<file path="src/include/pfm_pkg.sv">
package pfm_pkg;

  // Pad slots, in pad number order; the modes themselves decode in the top module.
  localparam int PAD_N    = 15;
  localparam int MODE_W   = 4;
  localparam int SLOT_P19 = 0;
  localparam int SLOT_P21 = 1;
  localparam int SLOT_P22 = 2;
  localparam int SLOT_P23 = 3;
  localparam int SLOT_P42 = 4;
  localparam int SLOT_P44 = 5;
  localparam int SLOT_P46 = 6;
  localparam int SLOT_P47 = 7;
  localparam int SLOT_P48 = 8;
  localparam int SLOT_P49 = 9;
  localparam int SLOT_P50 = 10;
  localparam int SLOT_P51 = 11;
  localparam int SLOT_P52 = 12;
  localparam int SLOT_P53 = 13;
  localparam int SLOT_P54 = 14;

  // Byte addresses of the mode-select registers, indexed by slot.
  localparam logic [31:0] PAD_OFS [PAD_N] = '{
    32'h4402E140, 32'h4402E110, 32'h4402E114, 32'h4402E104, 32'h4402E118,
    32'h4402E0A0, 32'h4402E0A4, 32'h4402E0A8, 32'h4402E0AC, 32'h4402E0B0,
    32'h4402E0B4, 32'h4402E0B8, 32'h4402E0BC, 32'h4402E0C0, 32'h4402E0C4};

  // Low-power pad configuration registers, and the pull enable, which applies in every state.
  localparam logic [31:0] OFS_SLEEP_OE   = 32'h4402E200;
  localparam logic [31:0] OFS_SLEEP_VAL  = 32'h4402E204;
  localparam logic [31:0] OFS_PULL_EN    = 32'h4402E208;

  // Mode reset values.
  localparam logic [MODE_W-1:0] MODE_DEBUG = 4'h1;
  localparam logic [MODE_W-1:0] MODE_OSC   = 4'hE;
  localparam logic [MODE_W-1:0] MODE_NONE  = 4'hF;
  localparam logic [MODE_W-1:0] MODE_RST [PAD_N] = '{
    MODE_NONE, MODE_DEBUG, MODE_DEBUG, MODE_OSC, MODE_NONE,
    MODE_NONE, MODE_NONE, MODE_NONE, MODE_NONE, MODE_NONE,
    MODE_NONE, MODE_NONE, MODE_NONE, MODE_NONE, MODE_NONE};
  localparam logic [PAD_N-1:0] PADS_RST = 15'h0000;

  typedef enum logic [5:0] {
    FN_NONE, FN_GPIO, FN_TCK, FN_TMS, FN_PWM2, FN_PWM3, FN_PWM5, FN_OSC,
    FN_U0TX, FN_U0RX, FN_U0CTS, FN_U0RTS, FN_U1TX, FN_U1RX, FN_U1CTS, FN_U1RTS,
    FN_ACLK, FN_AFS, FN_AD0, FN_AD1, FN_CAP0, FN_CAP1, FN_CAP2, FN_CAP5, FN_CAP6,
    FN_PCLK, FN_CD0, FN_CD1, FN_CD2, FN_CD3, FN_CIRQ, FN_SDD0, FN_SPICS, FN_SPIMISO
  } pfm_fn_t;

  // Signals the peripherals drive toward the pads.
  typedef struct packed {
    logic serial0_transmit;
    logic serial0_request_to_send_n;
    logic serial1_transmit;
    logic serial1_request_to_send_n;
    logic timer_pwm_out_2;
    logic timer_pwm_out_3;
    logic timer_pwm_out_5;
    logic audio_bit_clock;
    logic audio_frame_sync;
    logic audio_data_zero;
    logic audio_data_zero_oe;
    logic audio_data_one;
    logic audio_data_one_oe;
    logic card_data_line0;
    logic card_data_line0_oe;
    logic periph_serial_select;
    logic periph_serial_select_oe;
    logic periph_serial_in_line;
    logic periph_serial_in_line_oe;
    logic debug_mode_select;
    logic debug_mode_select_oe;
    logic oscillator_enable_out;
  } pfm_periph_out_t;

  // Signals the pads deliver to the peripherals.
  typedef struct packed {
    logic serial0_receive;
    logic serial0_clear_to_send_n;
    logic serial1_receive;
    logic serial1_clear_to_send_n;
    logic timer_capture_in_0;
    logic timer_capture_in_1;
    logic timer_capture_in_2;
    logic timer_capture_in_5;
    logic timer_capture_in_6;
    logic camera_pixel_clock;
    logic camera_data_bit0;
    logic camera_data_bit1;
    logic camera_data_bit2;
    logic camera_data_bit3;
    logic card_interrupt_in;
    logic card_data_line0;
    logic audio_data_zero;
    logic audio_data_one;
    logic periph_serial_select;
    logic periph_serial_in_line;
    logic debug_test_clock;
    logic debug_mode_select;
    logic power_on_sense_2;
  } pfm_periph_in_t;

endpackage

</file>
<file path="src/pfm_pad_function_multiplexer.sv">
// Operation
// - Pad 19 mode zero is general line 28.
// - Pad 21 resets to test clock; 8 PWM3.
// - Pad 22 resets to mode-select; 0 general 29.
// - Pad 23 oscillator enable, input is power_on_sense_2; low in hibernate and in mode E deep sleep; in mode 0 its drive enable follows i_general_oe while running.
// - Master reset low floats every pad.
// - Deep sleep holds transmit and request-to-send high.
// - Pad 44 mode table.
// - Pad 46 mode table.
// - Pad 47 mode table.
// - Pad 48 mode table.
// - Pad 49 mode table.
// - Pad 50 mode table.
// - Pad 51 mode table.
// - Pad 52 mode table.
// - Pad 53 mode table.
// - Pad 54 mode table.
// - Pad 42 mode table.
module pfm_pad_function_multiplexer (
  // Clock and reset
  input  wire logic                             i_sys_clk,
  input  wire logic                             i_reset_n,
  // Wishbone slave
  input  wire logic                             i_wb_cyc,
  input  wire logic                             i_wb_stb,
  input  wire logic                             i_wb_we,
  input  wire logic [31:0]                      i_wb_adr,
  input  wire logic [3:0]                       i_wb_sel,
  input  wire logic [31:0]                      i_wb_dat,
  output logic      [31:0]                      o_wb_dat,
  output logic                                  o_wb_ack,
  // Power state
  input  wire logic                             i_deep_sleep_state,
  input  wire logic                             i_hibernate_state,
  // General-purpose lines, one per pad slot
  input  wire logic [pfm_pkg::PAD_N-1:0]        i_general_out,
  input  wire logic [pfm_pkg::PAD_N-1:0]        i_general_oe,
  output logic      [pfm_pkg::PAD_N-1:0]        o_general_in,
  // Peripherals
  input  wire pfm_pkg::pfm_periph_out_t         i_periph,
  output pfm_pkg::pfm_periph_in_t               o_periph,
  // Pads
  input  wire logic [pfm_pkg::PAD_N-1:0]        i_pad_in,
  output logic      [pfm_pkg::PAD_N-1:0]        o_pad_out,
  output logic      [pfm_pkg::PAD_N-1:0]        o_pad_oe,
  output logic      [pfm_pkg::PAD_N-1:0]        o_pad_pull_en
);

  logic [pfm_pkg::MODE_W-1:0] mode_ff [pfm_pkg::PAD_N];
  logic [pfm_pkg::PAD_N-1:0]  sleep_oe_ff;
  logic [pfm_pkg::PAD_N-1:0]  sleep_val_ff;
  logic [pfm_pkg::PAD_N-1:0]  pull_en_ff;
  logic                       ack_ff;
  logic [31:0]                rdat_ff;
  logic [pfm_pkg::PAD_N-1:0]  pad_out_ff;
  logic [pfm_pkg::PAD_N-1:0]  pad_oe_ff;
  logic [pfm_pkg::PAD_N-1:0]  general_in_ff;
  pfm_pkg::pfm_periph_in_t    periph_ff;

  pfm_pkg::pfm_fn_t           fn_sel [pfm_pkg::PAD_N];
  logic [pfm_pkg::PAD_N-1:0]  nxt_pad_out;
  logic [pfm_pkg::PAD_N-1:0]  nxt_pad_oe;
  logic [pfm_pkg::PAD_N-1:0]  pad_hit;
  pfm_pkg::pfm_periph_in_t    nxt_periph;

  wire                        bus_req   = i_wb_cyc & i_wb_stb & ~ack_ff;
  wire                        bus_wr    = i_wb_cyc & i_wb_stb & i_wb_we & ack_ff;
  wire                        hit_soe   = (i_wb_adr == pfm_pkg::OFS_SLEEP_OE);
  wire                        hit_sval  = (i_wb_adr == pfm_pkg::OFS_SLEEP_VAL);
  wire                        hit_pull  = (i_wb_adr == pfm_pkg::OFS_PULL_EN);
  wire [pfm_pkg::PAD_N-1:0]   wr_mask   = {{7{i_wb_sel[1]}}, {8{i_wb_sel[0]}}};

  // Mode decode per pad; anything not listed maps to no function.
  function automatic pfm_pkg::pfm_fn_t pad_fn(input int slot, input logic [3:0] m);
    pfm_pkg::pfm_fn_t f;
    f = pfm_pkg::FN_NONE;
    unique case (slot)
      pfm_pkg::SLOT_P19: begin
        if (m == 4'h0) f = pfm_pkg::FN_GPIO;
      end
      pfm_pkg::SLOT_P21: begin
        if (m == 4'h1) f = pfm_pkg::FN_TCK;
        else if (m == 4'h8) f = pfm_pkg::FN_PWM3;
      end
      pfm_pkg::SLOT_P22: begin
        if (m == 4'h1) f = pfm_pkg::FN_TMS;
        else if (m == 4'h0) f = pfm_pkg::FN_GPIO;
      end
      pfm_pkg::SLOT_P23: begin
        unique case (m)
          4'h0:    f = pfm_pkg::FN_GPIO;
          4'h9:    f = pfm_pkg::FN_PWM2;
          4'h2:    f = pfm_pkg::FN_AFS;
          4'hE:    f = pfm_pkg::FN_OSC;
          default: f = pfm_pkg::FN_NONE;
        endcase
      end
      pfm_pkg::SLOT_P42: begin
        unique case (m)
          4'h0:    f = pfm_pkg::FN_GPIO;
          4'h9:    f = pfm_pkg::FN_U0TX;
          4'h2:    f = pfm_pkg::FN_ACLK;
          4'h3:    f = pfm_pkg::FN_AFS;
          4'h4:    f = pfm_pkg::FN_CAP5;
          4'h7:    f = pfm_pkg::FN_SPIMISO;
          default: f = pfm_pkg::FN_NONE;
        endcase
      end
      pfm_pkg::SLOT_P44: begin
        unique case (m)
          4'h0:    f = pfm_pkg::FN_GPIO;
          4'hC:    f = pfm_pkg::FN_U0CTS;
          4'h6:    f = pfm_pkg::FN_AD1;
          4'h7:    f = pfm_pkg::FN_CAP0;
          4'h9:    f = pfm_pkg::FN_SPICS;
          4'hA:    f = pfm_pkg::FN_U1RTS;
          4'h3:    f = pfm_pkg::FN_U0RTS;
          4'h4:    f = pfm_pkg::FN_AD0;
          default: f = pfm_pkg::FN_NONE;
        endcase
      end
      pfm_pkg::SLOT_P46: begin
        unique case (m)
          4'h0:    f = pfm_pkg::FN_GPIO;
          4'h3:    f = pfm_pkg::FN_U0TX;
          4'h4:    f = pfm_pkg::FN_PCLK;
          4'h6:    f = pfm_pkg::FN_U1TX;
          4'h7:    f = pfm_pkg::FN_CAP1;
          default: f = pfm_pkg::FN_NONE;
        endcase
      end
      pfm_pkg::SLOT_P47: begin
        unique case (m)
          4'h0:    f = pfm_pkg::FN_GPIO;
          4'h3:    f = pfm_pkg::FN_U0RX;
          4'h6:    f = pfm_pkg::FN_U1RX;
          4'h7:    f = pfm_pkg::FN_CAP2;
          default: f = pfm_pkg::FN_NONE;
        endcase
      end
      pfm_pkg::SLOT_P48: begin
        unique case (m)
          4'h0:    f = pfm_pkg::FN_GPIO;
          4'h6:    f = pfm_pkg::FN_U1TX;
          4'h4:    f = pfm_pkg::FN_CD3;
          default: f = pfm_pkg::FN_NONE;
        endcase
      end
      pfm_pkg::SLOT_P49: begin
        unique case (m)
          4'h0:    f = pfm_pkg::FN_GPIO;
          4'h6:    f = pfm_pkg::FN_U1RX;
          4'h4:    f = pfm_pkg::FN_CD2;
          default: f = pfm_pkg::FN_NONE;
        endcase
      end
      pfm_pkg::SLOT_P50: begin
        unique case (m)
          4'h0:    f = pfm_pkg::FN_GPIO;
          4'h4:    f = pfm_pkg::FN_CD1;
          4'h6:    f = pfm_pkg::FN_AD1;
          4'h7:    f = pfm_pkg::FN_CAP5;
          default: f = pfm_pkg::FN_NONE;
        endcase
      end
      pfm_pkg::SLOT_P51: begin
        unique case (m)
          4'h0:    f = pfm_pkg::FN_GPIO;
          4'h5:    f = pfm_pkg::FN_U0RTS;
          4'h4:    f = pfm_pkg::FN_CD0;
          4'h3:    f = pfm_pkg::FN_U1CTS;
          4'h6:    f = pfm_pkg::FN_U0CTS;
          4'h7:    f = pfm_pkg::FN_CAP6;
          default: f = pfm_pkg::FN_NONE;
        endcase
      end
      pfm_pkg::SLOT_P52: begin
        unique case (m)
          4'h0:    f = pfm_pkg::FN_GPIO;
          4'hD:    f = pfm_pkg::FN_ACLK;
          4'h3:    f = pfm_pkg::FN_U1RTS;
          4'hA:    f = pfm_pkg::FN_U0RTS;
          4'hB:    f = pfm_pkg::FN_U0TX;
          default: f = pfm_pkg::FN_NONE;
        endcase
      end
      pfm_pkg::SLOT_P53: begin
        unique case (m)
          4'h0:    f = pfm_pkg::FN_GPIO;
          4'h6:    f = pfm_pkg::FN_CIRQ;
          4'h7:    f = pfm_pkg::FN_AFS;
          4'hC:    f = pfm_pkg::FN_CAP6;
          default: f = pfm_pkg::FN_NONE;
        endcase
      end
      default: begin
        unique case (m)
          4'h0:    f = pfm_pkg::FN_GPIO;
          4'h3:    f = pfm_pkg::FN_PWM5;
          4'h6:    f = pfm_pkg::FN_SDD0;
          4'h7:    f = pfm_pkg::FN_AD0;
          4'hC:    f = pfm_pkg::FN_CAP0;
          default: f = pfm_pkg::FN_NONE;
        endcase
      end
    endcase
    return f;
  endfunction

  // Serial outputs idle high; these get parked at 1 in deep sleep.
  function automatic logic is_serial_out(input pfm_pkg::pfm_fn_t f);
    return (f == pfm_pkg::FN_U0TX) || (f == pfm_pkg::FN_U0RTS) ||
           (f == pfm_pkg::FN_U1TX) || (f == pfm_pkg::FN_U1RTS);
  endfunction

  genvar gp;
  generate
    for (gp = 0; gp < pfm_pkg::PAD_N; gp++) begin : g_pad
      assign fn_sel[gp]  = pad_fn(gp, mode_ff[gp]);
      assign pad_hit[gp] = (i_wb_adr == pfm_pkg::PAD_OFS[gp]);

      always_comb begin
        logic o;
        logic e;
        o = 1'b0;
        e = 1'b0;
        unique case (fn_sel[gp])
          pfm_pkg::FN_GPIO:    begin o = i_general_out[gp]; e = i_general_oe[gp]; end
          pfm_pkg::FN_TMS:     begin o = i_periph.debug_mode_select; e = i_periph.debug_mode_select_oe; end
          pfm_pkg::FN_PWM2:    begin o = i_periph.timer_pwm_out_2; e = 1'b1; end
          pfm_pkg::FN_PWM3:    begin o = i_periph.timer_pwm_out_3; e = 1'b1; end
          pfm_pkg::FN_PWM5:    begin o = i_periph.timer_pwm_out_5; e = 1'b1; end
          pfm_pkg::FN_OSC:     begin o = i_periph.oscillator_enable_out; e = 1'b1; end
          pfm_pkg::FN_U0TX:    begin o = i_periph.serial0_transmit; e = 1'b1; end
          pfm_pkg::FN_U0RTS:   begin o = i_periph.serial0_request_to_send_n; e = 1'b1; end
          pfm_pkg::FN_U1TX:    begin o = i_periph.serial1_transmit; e = 1'b1; end
          pfm_pkg::FN_U1RTS:   begin o = i_periph.serial1_request_to_send_n; e = 1'b1; end
          pfm_pkg::FN_ACLK:    begin o = i_periph.audio_bit_clock; e = 1'b1; end
          pfm_pkg::FN_AFS:     begin o = i_periph.audio_frame_sync; e = 1'b1; end
          pfm_pkg::FN_AD0:     begin o = i_periph.audio_data_zero; e = i_periph.audio_data_zero_oe; end
          pfm_pkg::FN_AD1:     begin o = i_periph.audio_data_one; e = i_periph.audio_data_one_oe; end
          pfm_pkg::FN_SDD0:    begin o = i_periph.card_data_line0; e = i_periph.card_data_line0_oe; end
          pfm_pkg::FN_SPICS:   begin o = i_periph.periph_serial_select; e = i_periph.periph_serial_select_oe; end
          pfm_pkg::FN_SPIMISO: begin o = i_periph.periph_serial_in_line; e = i_periph.periph_serial_in_line_oe; end
          default:             begin o = 1'b0; e = 1'b0; end
        endcase
        // Hibernate wins over deep sleep; pad 23 must pull the oscillator low there.
        if (i_hibernate_state) begin
          if (gp == pfm_pkg::SLOT_P23) begin
            o = 1'b0;
            e = 1'b1;
          end else begin
            o = sleep_val_ff[gp];
            e = sleep_oe_ff[gp];
          end
        end else if (i_deep_sleep_state) begin
          if (is_serial_out(fn_sel[gp])) begin
            o = 1'b1;
            e = 1'b1;
          end else if (fn_sel[gp] == pfm_pkg::FN_OSC) begin
            o = 1'b0;
            e = 1'b1;
          end else if (fn_sel[gp] == pfm_pkg::FN_GPIO) begin
            o = sleep_val_ff[gp];
            e = sleep_oe_ff[gp];
          end
        end
        nxt_pad_out[gp] = o;
        nxt_pad_oe[gp]  = e;
      end
    end
  endgenerate

  // A pad input feeds a peripheral only while that pad selects it, except pad 23 to power_on_sense_2; idle levels cover the rest.
  function automatic logic route_in(input pfm_pkg::pfm_fn_t f, input logic idle);
    logic r;
    logic found;
    r = idle;
    found = 1'b0;
    for (int p = 0; p < pfm_pkg::PAD_N; p++) begin
      if (!found && fn_sel[p] == f) begin
        r = i_pad_in[p];
        found = 1'b1;
      end
    end
    return r;
  endfunction

  always_comb begin
    nxt_periph                         = '0;
    nxt_periph.serial0_receive         = route_in(pfm_pkg::FN_U0RX, 1'b1);
    nxt_periph.serial0_clear_to_send_n = route_in(pfm_pkg::FN_U0CTS, 1'b1);
    nxt_periph.serial1_receive         = route_in(pfm_pkg::FN_U1RX, 1'b1);
    nxt_periph.serial1_clear_to_send_n = route_in(pfm_pkg::FN_U1CTS, 1'b1);
    nxt_periph.timer_capture_in_0      = route_in(pfm_pkg::FN_CAP0, 1'b0);
    nxt_periph.timer_capture_in_1      = route_in(pfm_pkg::FN_CAP1, 1'b0);
    nxt_periph.timer_capture_in_2      = route_in(pfm_pkg::FN_CAP2, 1'b0);
    nxt_periph.timer_capture_in_5      = route_in(pfm_pkg::FN_CAP5, 1'b0);
    nxt_periph.timer_capture_in_6      = route_in(pfm_pkg::FN_CAP6, 1'b0);
    nxt_periph.camera_pixel_clock      = route_in(pfm_pkg::FN_PCLK, 1'b0);
    nxt_periph.camera_data_bit0        = route_in(pfm_pkg::FN_CD0, 1'b0);
    nxt_periph.camera_data_bit1        = route_in(pfm_pkg::FN_CD1, 1'b0);
    nxt_periph.camera_data_bit2        = route_in(pfm_pkg::FN_CD2, 1'b0);
    nxt_periph.camera_data_bit3        = route_in(pfm_pkg::FN_CD3, 1'b0);
    nxt_periph.card_interrupt_in       = route_in(pfm_pkg::FN_CIRQ, 1'b0);
    nxt_periph.card_data_line0         = route_in(pfm_pkg::FN_SDD0, 1'b1);
    nxt_periph.audio_data_zero         = route_in(pfm_pkg::FN_AD0, 1'b0);
    nxt_periph.audio_data_one          = route_in(pfm_pkg::FN_AD1, 1'b0);
    nxt_periph.periph_serial_select    = route_in(pfm_pkg::FN_SPICS, 1'b1);
    nxt_periph.periph_serial_in_line   = route_in(pfm_pkg::FN_SPIMISO, 1'b0);
    nxt_periph.debug_test_clock        = route_in(pfm_pkg::FN_TCK, 1'b0);
    nxt_periph.debug_mode_select       = route_in(pfm_pkg::FN_TMS, 1'b1);
    nxt_periph.power_on_sense_2        = i_pad_in[pfm_pkg::SLOT_P23];
  end

  // Read mux; unmapped addresses read zero and still acknowledge.
  logic [31:0] nxt_rdat;
  always_comb begin
    nxt_rdat = '0;
    for (int p = 0; p < pfm_pkg::PAD_N; p++) begin
      if (pad_hit[p]) nxt_rdat[pfm_pkg::MODE_W-1:0] = mode_ff[p];
    end
    if (hit_soe)  nxt_rdat[pfm_pkg::PAD_N-1:0] = sleep_oe_ff;
    if (hit_sval) nxt_rdat[pfm_pkg::PAD_N-1:0] = sleep_val_ff;
    if (hit_pull) nxt_rdat[pfm_pkg::PAD_N-1:0] = pull_en_ff;
  end

  // Mode registers come up at their defaults so the debug port works out of reset.
  generate
    for (gp = 0; gp < pfm_pkg::PAD_N; gp++) begin : g_mode
      always_ff @(posedge i_sys_clk or negedge i_reset_n) begin
        if (!i_reset_n) begin
          mode_ff[gp] <= pfm_pkg::MODE_RST[gp];
        end else if (bus_wr && pad_hit[gp] && i_wb_sel[0]) begin
          mode_ff[gp] <= i_wb_dat[pfm_pkg::MODE_W-1:0];
        end
      end
    end
  endgenerate

  always_ff @(posedge i_sys_clk or negedge i_reset_n) begin
    if (!i_reset_n) begin
      sleep_oe_ff  <= pfm_pkg::PADS_RST;
      sleep_val_ff <= pfm_pkg::PADS_RST;
      pull_en_ff   <= pfm_pkg::PADS_RST;
    end else begin
      if (bus_wr && hit_soe)
        sleep_oe_ff <= (sleep_oe_ff & ~wr_mask) | (i_wb_dat[pfm_pkg::PAD_N-1:0] & wr_mask);
      if (bus_wr && hit_sval)
        sleep_val_ff <= (sleep_val_ff & ~wr_mask) | (i_wb_dat[pfm_pkg::PAD_N-1:0] & wr_mask);
      if (bus_wr && hit_pull)
        pull_en_ff <= (pull_en_ff & ~wr_mask) | (i_wb_dat[pfm_pkg::PAD_N-1:0] & wr_mask);
    end
  end

  always_ff @(posedge i_sys_clk or negedge i_reset_n) begin
    if (!i_reset_n) begin
      ack_ff  <= 1'b0;
      rdat_ff <= '0;
    end else begin
      ack_ff  <= bus_req;
      rdat_ff <= bus_req ? nxt_rdat : '0;
    end
  end

  // Everything facing pads and peripherals is registered; reset floats every pad.
  always_ff @(posedge i_sys_clk or negedge i_reset_n) begin
    if (!i_reset_n) begin
      pad_out_ff    <= '0;
      pad_oe_ff     <= '0;
      general_in_ff <= '0;
      periph_ff     <= '0;
    end else begin
      pad_out_ff    <= nxt_pad_out;
      pad_oe_ff     <= nxt_pad_oe;
      general_in_ff <= i_pad_in;
      periph_ff     <= nxt_periph;
    end
  end

  assign o_wb_ack      = ack_ff;
  assign o_wb_dat      = rdat_ff;
  assign o_pad_out     = pad_out_ff;
  assign o_pad_oe      = pad_oe_ff;
  assign o_pad_pull_en = pull_en_ff;
  assign o_general_in  = general_in_ff;
  assign o_periph      = periph_ff;

endmodule

</file>
<file path="config.mk">
export PLATFORM = sky130hd
export DESIGN_NAME = pfm_pad_function_multiplexer
export DESIGN_NICKNAME = d
export VERILOG_FILES = /design/src/include/pfm_pkg.sv /design/src/pfm_pad_function_multiplexer.sv
export SDC_FILE = /design/constraint.sdc
export NUM_CORES = 1
export LEC_CHECK = 0
export BUFFER_PORTS_ARGS = -buffer_cell sky130_fd_sc_hd__buf_4
export CAP_MARGIN = 20
export CORE_AREA = 2 2 173 158
export DETAILED_ROUTE_END_ITERATION = 8
export DIE_AREA = 0 0 175 160
export GPL_ROUTABILITY_DRIVEN = 1
export PLACE_DENSITY = 0.6
export SLEW_MARGIN = 30
export SYNTH_ARGS = -nofsm -noshare
export SYNTH_HDL_FRONTEND = slang
export SYNTH_SLANG_ARGS = --single-unit
export TNS_END_PERCENT = 100
</file>
<file path="constraint.sdc">
create_clock -name i_sys_clk -period 2.8 [get_ports i_sys_clk]
set_input_delay 0 -clock i_sys_clk [delete_from_list [all_inputs] [get_ports i_sys_clk]]
set_output_delay 0 -clock i_sys_clk [all_outputs]
set_load 0.01 [all_outputs]
</file>
==> results_dict.tcl, run 1 <==
set metrics [dict create \
    maxCapViolCount 0 \
    r2r_cells 7 \
    synth_top_cell_by_area "dfrtp_1" \
    cts_setup_buffers 0 \
    grt_pass1_vias 8409 \
    synth_ff_type "dfrtp_1" \
    final_nets 1326 \
    worst_pin_slew_ns 0.985 \
    hpwl_mm 24.2 \
    io_pins 258 \
    holdWs_ns 0.0177 \
    ctsRootBufferMaster "clkbuf_16" \
    slew_viol_final 0 \
    synth.avg_cell_area_um2 10.7 \
    cts_tree "built" \
    wl_per_cell_um 21.4 \
    status "finished, final reports clean" \
    synth_seq_cells 188 \
    cts_resized 0 \
    synth_area_leaders "dfrtp_1 (35%), dfstp_2 (15%), mux2_2 (13%)" \
    ys_seq_area_frac 0.501 \
    dieWidth_um 175 \
    ys_warn_count 0 \
    grt_setup_unrepaired "false" \
    cp_max_fo 6 \
    crit_type "reg -> reg" \
    nFillCells 2425 \
    firstDrtPassIters 9 \
    htreeDepth 4 \
    async_flop_share 1.00 \
    cts.clk_slew.worst_paths_ns 0.09 \
    netlist_instances 893 \
    period_needed_ns 2.60 \
    syn_area_mm2 0.00952 \
    diodes 0 \
    die_y_um 160 \
    hold_violations 0 \
    setup_viol 0 \
    start_kind "flip-flop" \
    drt_iter0_drc 759 \
    yosysTopAreaCellShare 0.355 \
    drt_wl_total_mm 33.1 \
    leakage_nw 5.74 \
    drc 0 \
    final_layout_size_suffix_gt1_frac 0.390 \
    antenna_found_initial 0 \
    met3_usage 0.0571 \
    post_drt_via_cell_ratio 5.45 \
    cp.arrival_ns 2.95 \
    hp-class "in -> reg" \
    clk_latency_ns 0.45 \
    top_usage_layer "met2" \
    cts_num_sinks 188 \
    track_usage 0.239 \
    hold_depth 5 \
    fin_skew_ns 0.0135 \
    slew_headroom 0.338 \
    multiInputGateArea_mm2 0.00441 \
    crit_required_ns 3.14 \
    regArea_mm2 0.00477 \
    numCtsBuffers 17 \
    yosys-top-cells-count "dfrtp_1 (135), mux2_2 (108), nand2_1 (85), nor2_1 (64), dfstp_2 (53)" \
    grt_pass1_wl_mm 50.4 \
    grt_util_met2 0.368 \
    routabilityCongestion 0.965 \
    vias 8430 \
    area_growth_pct 35.4 \
    clk_path_buf_depth 2 \
    dieArea_mm2 0.0280 \
    rows 57 \
    coreArea_mm2 0.0265 \
    met1_usage 0.332 \
    p_per_area_mw_per_mm2 454 \
    fin_tns_setup_ns 0 \
    start_util 0.360 \
    grt_max_degree 76 \
    synth.most_common_cell "dfrtp_1" \
    synth_edf_count 0 \
    cp-end-kind "flip-flop" \
    synth.distinct_cells 75 \
    fin_crit_sh 0.930 \
    fmax_ghz 0.384 \
    grt.overflow.total 0 \
    max-vdd-ir-drop_uv 268 \
    io_buffers 219 \
    drtAntennaViolNets 0 \
]
-- kinds of logic after synthesis --
group                      share of synthesized area
adders and majority gates                    0.00657
AOI/OAI and AO/OA                              0.132
other                                       0.000394
and+or+nand+nor                                0.176
DFF                                            0.501
muxes                                          0.139
xor gates and xnor gates                    0.000920
buffers and inverters                         0.0441
-- path summary, 6_finish.rpt --
| kind | slack (ns) | endpoint | startpoint |
|---|---|---|---|
| max | 0.20 | o_pad_out[5] | mode_ff[36] |
| min | 0.02 | o_pad_oe[14] | i_general_oe[14] |
| max reg2reg | 0.20 | o_pad_out[5] | mode_ff[36] |
| min reg2reg | 0.51 | o_periph[19] | mode_ff[13] |
| max in group asynchronous | 1.70 | mode_ff[18] | i_reset_n |
| min in group asynchronous | 0.12 | o_pad_oe[3] | i_reset_n |
-- final cells by class --
cell class / instances / share of cell area
multi-input cells: 630 / 0.342
well taps: 354 / 0.0344
repair buffers: 312 / 0.196
clock inverters: 15 / 0.0160
inverters: 30 / 0.00874
flip-flops and latches: 188 / 0.370
clock buffers: 17 / 0.0330
-- metal layers --
metal / vias to the layer above / routed length (um)
met4: 0 / 841
li1: 3845 / -
met3: 53 / 2510
met5: - / 0
met1: 4168 / 14700
met2: 364 / 15000
-- worst max-delay path: stages (launching register included) --
cell     delay [ns]
dfstp_2        0.60
inv_1          0.09
ha_1           0.26
mux4_2         0.56
and3_1         0.23
a221o_1        0.35
a211o_1        0.23
a21o_1         0.18
-- per-stage QoR --
stage | utilization | power [mW] | cells | instance area, um2 | worst slack, ns
after detailed placement | 0.439 | 3.28 | 1450 | 11600 | 0.229
final | 0.487 | 5.86 | 1546 | 12900 | 0.195
after CTS | 0.487 | 5.92 | 1546 | 12900 | 0.224
after floorplan | - | 2.96 | 909 | 9580 | 0.324
after global placement | 0.439 | 3.28 | 1450 | 11600 | 0.259
after global routing | 0.487 | 6.07 | 1546 | 12900 | 0.0559
-- repair_timing --
action / in CTS / in global routing
hold endpoints to repair: 167 / 0
setup endpoints to repair: 0 / 0
hold buffers: 64 / 0
-- power breakdown --
group | internal (mW) | total [mW] | switching (mW)
clock network | 1.24 | 2.55 | 1.31
logic | 0.259 | 0.546 | 0.286
registers | 2.75 | 2.76 | 0.0103
total | 4.25 | 5.86 | 1.61
-- cell usage in the layout (no fill, tap or decap), drive strengths merged, types with 5 or more instances in the layout --
| cell type | netlist | final |
|---|---|---|
| a21oi | 35 | 35 |
| a221oi | 5 | 5 |
| a222oi | 13 | 13 |
| a22oi | 14 | 14 |
| a31oi | 17 | 17 |
| a32oi | 6 | 6 |
| and2 | 7 | 7 |
| and3 | 6 | 6 |
| buf | 28 | 247 |
| clkbuf | 33 | 18 |
| clkinv | 0 | 7 |
| conb | 1 | 17 |
| dfrtp | 135 | 135 |
| dfstp | 53 | 53 |
| dlygate4sd3 | 0 | 64 |
| ha | 5 | 5 |
| inv | 30 | 38 |
| mux2 | 108 | 108 |
| mux2i | 6 | 6 |
| nand2 | 86 | 86 |
| nand2b | 8 | 8 |
| nand3 | 29 | 29 |
| nand3b | 5 | 5 |
| nand4 | 10 | 10 |
| nand4b | 5 | 5 |
| nor2 | 64 | 64 |
| nor2b | 14 | 14 |
| nor3 | 18 | 18 |
| nor3b | 6 | 6 |
| nor4 | 20 | 20 |
| nor4b | 10 | 10 |
| o21ai | 35 | 35 |
| o22ai | 17 | 17 |
No activity file was read; power rests on OpenSTA's default activity.
==> run 2: changes to the inputs <==
- CORE_AREA: 2 2 173 158 -> 2 2 159 145
- DIE_AREA: 0 0 175 160 -> 0 0 161 147
- PLACE_DENSITY: 0.6 -> 0.69
- clock period: 2.8 -> 2.5 ns (I/O delays scaled with it)
==> results_dict.tcl, run 2 (same netlist as run 1, synthesis figures left out) <==
set metrics [dict create \
    area_growth_pct 35.5 \
    track_usage 0.275 \
    fin_cells 1503 \
    post_drt_via_cell_ratio 5.78 \
    firstDrtPassIters 5 \
    regArea_mm2 0.00477 \
    crit_type "reg -> reg" \
    grt.overflow.total 0 \
    start_kind "flip-flop" \
    slew_viol_final 0 \
    cp.arrival_ns 2.76 \
    drc 0 \
    io_pins 258 \
    htreeDepth 4 \
    hold_depth 4 \
    drtAntennaViolNets 0 \
    clk_path_buf_depth 2 \
    cts_num_sinks 188 \
    hp-class "in -> reg" \
    cp-end-kind "flip-flop" \
    min_to "o_pad_out[5]" \
    drt_iter0_drc 717 \
    crit_required_ns 2.83 \
    nFillCells 1888 \
    max-vdd-ir-drop_uv 360 \
    period_needed_ns 2.43 \
    vias 8691 \
    dp_cells 1412 \
    coreArea_mm2 0.0221 \
    p_per_area_mw_per_mm2 499 \
    worstHoldStart "i_periph[10]" \
    r2r-start "mode_ff[36]" \
    r2r_setup_slack_ns 0.07 \
    multiInputGateArea_mm2 0.00443 \
    grt_pass1_wl_mm 49.4 \
    slew_headroom 0.436 \
    routabilityCongestion 0.928 \
    grt_pass1_vias 8582 \
    fmax_ghz 0.412 \
    grt_max_degree 82 \
    drt_wl_total_mm 32.5 \
    status "finished, final reports clean" \
    fin_crit_sh 0.970 \
    layout_commonest_cell "buf_4" \
    diodes 0 \
    setup_viol 0 \
    cts.clk_slew.worst_paths_ns 0.08 \
    final_layout_size_suffix_gt1_frac 0.405 \
    hold_violations 0 \
    leakage_nw 5.81 \
    fin_ws_ns 0.0749 \
    antenna_found_initial 1 \
    final_nets 1340 \
    maxCapViolCount 0 \
    dp_slack_ns 0.0608 \
    fin_skew_ns 0.00774 \
    worst_pin_slew_ns 0.838 \
    cts_setup_buffers 0 \
    start_util 0.430 \
    io_buffers 219 \
    hpwl_mm 23.8 \
    cts_tree "built" \
    ctsRootBufferMaster "clkbuf_16" \
    wl_per_cell_um 21.6 \
    die_y_um 147 \
    r2r_cells 7 \
    clk_latency_ns 0.44 \
    numCtsBuffers 17 \
    cp_max_fo 6 \
    rows 52 \
    dieWidth_um 161 \
    worst_r2r_endpoint "o_pad_out[5]" \
    dieArea_mm2 0.0237 \
    final_cell_mix "buf_4 (265), dfrtp_1 (135), mux2_2 (108)" \
]
-- run 2: cell count changes in the layout (fill, tap and decap cells not counted), moves of 2 or more --
| cell | change |
|---|---|
| inv_12 | -3 |
| dlygate4sd3_1 | -5 |
| clkinv_4 | +3 |
| buf_4 | +19 |
| inv_8 | +2 |
| clkinv_8 | -2 |
-- run 2: area by class of cell --
type | instances | area share
multi-input cells | 630 | 0.344
inverters | 30 | 0.00873
repair buffers | 326 | 0.203
well taps | 297 | 0.0288
clock buffers | 17 | 0.0330
flip-flops and latches | 188 | 0.370
clock inverters | 15 | 0.0135
-- run 2: power breakdown --
part | switching (mW) | total [mW] | internal, mW | leakage, nW
clock network | 1.39 | 2.74 | 1.35 | 0.293
registers | 0.0112 | 3.09 | 3.08 | 2.31
logic | 0.318 | 0.604 | 0.286 | 3.21
total | 1.72 | 6.44 | 4.72 | 5.81
-- run 2: how the worst max path moves through the flow --
| stage | cells after the start | endpoint | start | slack, ns |
|---|---|---|---|---|
| 6_report | 7 | o_pad_out[5] | mode_ff[36] | 0.07 |
| 5_1_grt | 7 | o_pad_out[5] | mode_ff[36] | -0.007 |
| 3_3_place_gp | 7 | o_pad_out[5] | mode_ff[37] | 0.08 |
| 2_1_floorplan | 8 | o_pad_out[5] | mode_ff[36] | 0.02 |
| 3_5_place_dp | 7 | o_pad_out[5] | mode_ff[37] | 0.06 |
| 4_1_cts | 7 | o_pad_out[5] | mode_ff[37] | 0.05 |
-- run 2: repair_timing --
action / in CTS / in global routing
hold endpoints to repair: 168 / 0
endpoints found under the setup margin: 0 / 4
resized for setup: 0 / 7
hold buffers: 59 / 0
-- run 2: stage by stage --
stage / total power, mW / setup TNS (ns) / hold slack [ns] / cell area, um2 / util
after global routing: 6.64 / -0.00651 / 0.0145 / 12900 / 0.583
after detailed placement: 3.67 / 0 / 0.0766 / 11700 / 0.528
after global placement: 3.67 / 0 / 0.0638 / 11700 / 0.528
after floorplan: 3.32 / 0 / -0.296 / 9580 / -
after CTS: 6.47 / 0 / 0.00156 / 12900 / 0.582
final: 6.44 / 0 / 0.0139 / 12900 / 0.583
-- run 2: worst max-delay path: stages, from the launching register on --
cell     delay [ns]
dfstp_2        0.54
inv_1          0.06
ha_1           0.21
mux4_2         0.57
and3_4         0.21
a221o_1        0.34
a211o_1        0.22
a21o_1         0.17
-- run 2: metal layers --
layer  GRT usage  vias up  wire length (um)
li1            -     3886                 -
met1       0.385     4296             13800
met2       0.435      442             15000
met3      0.0500       65              2790
met4      0.0897        2               902
met5           0        -                13
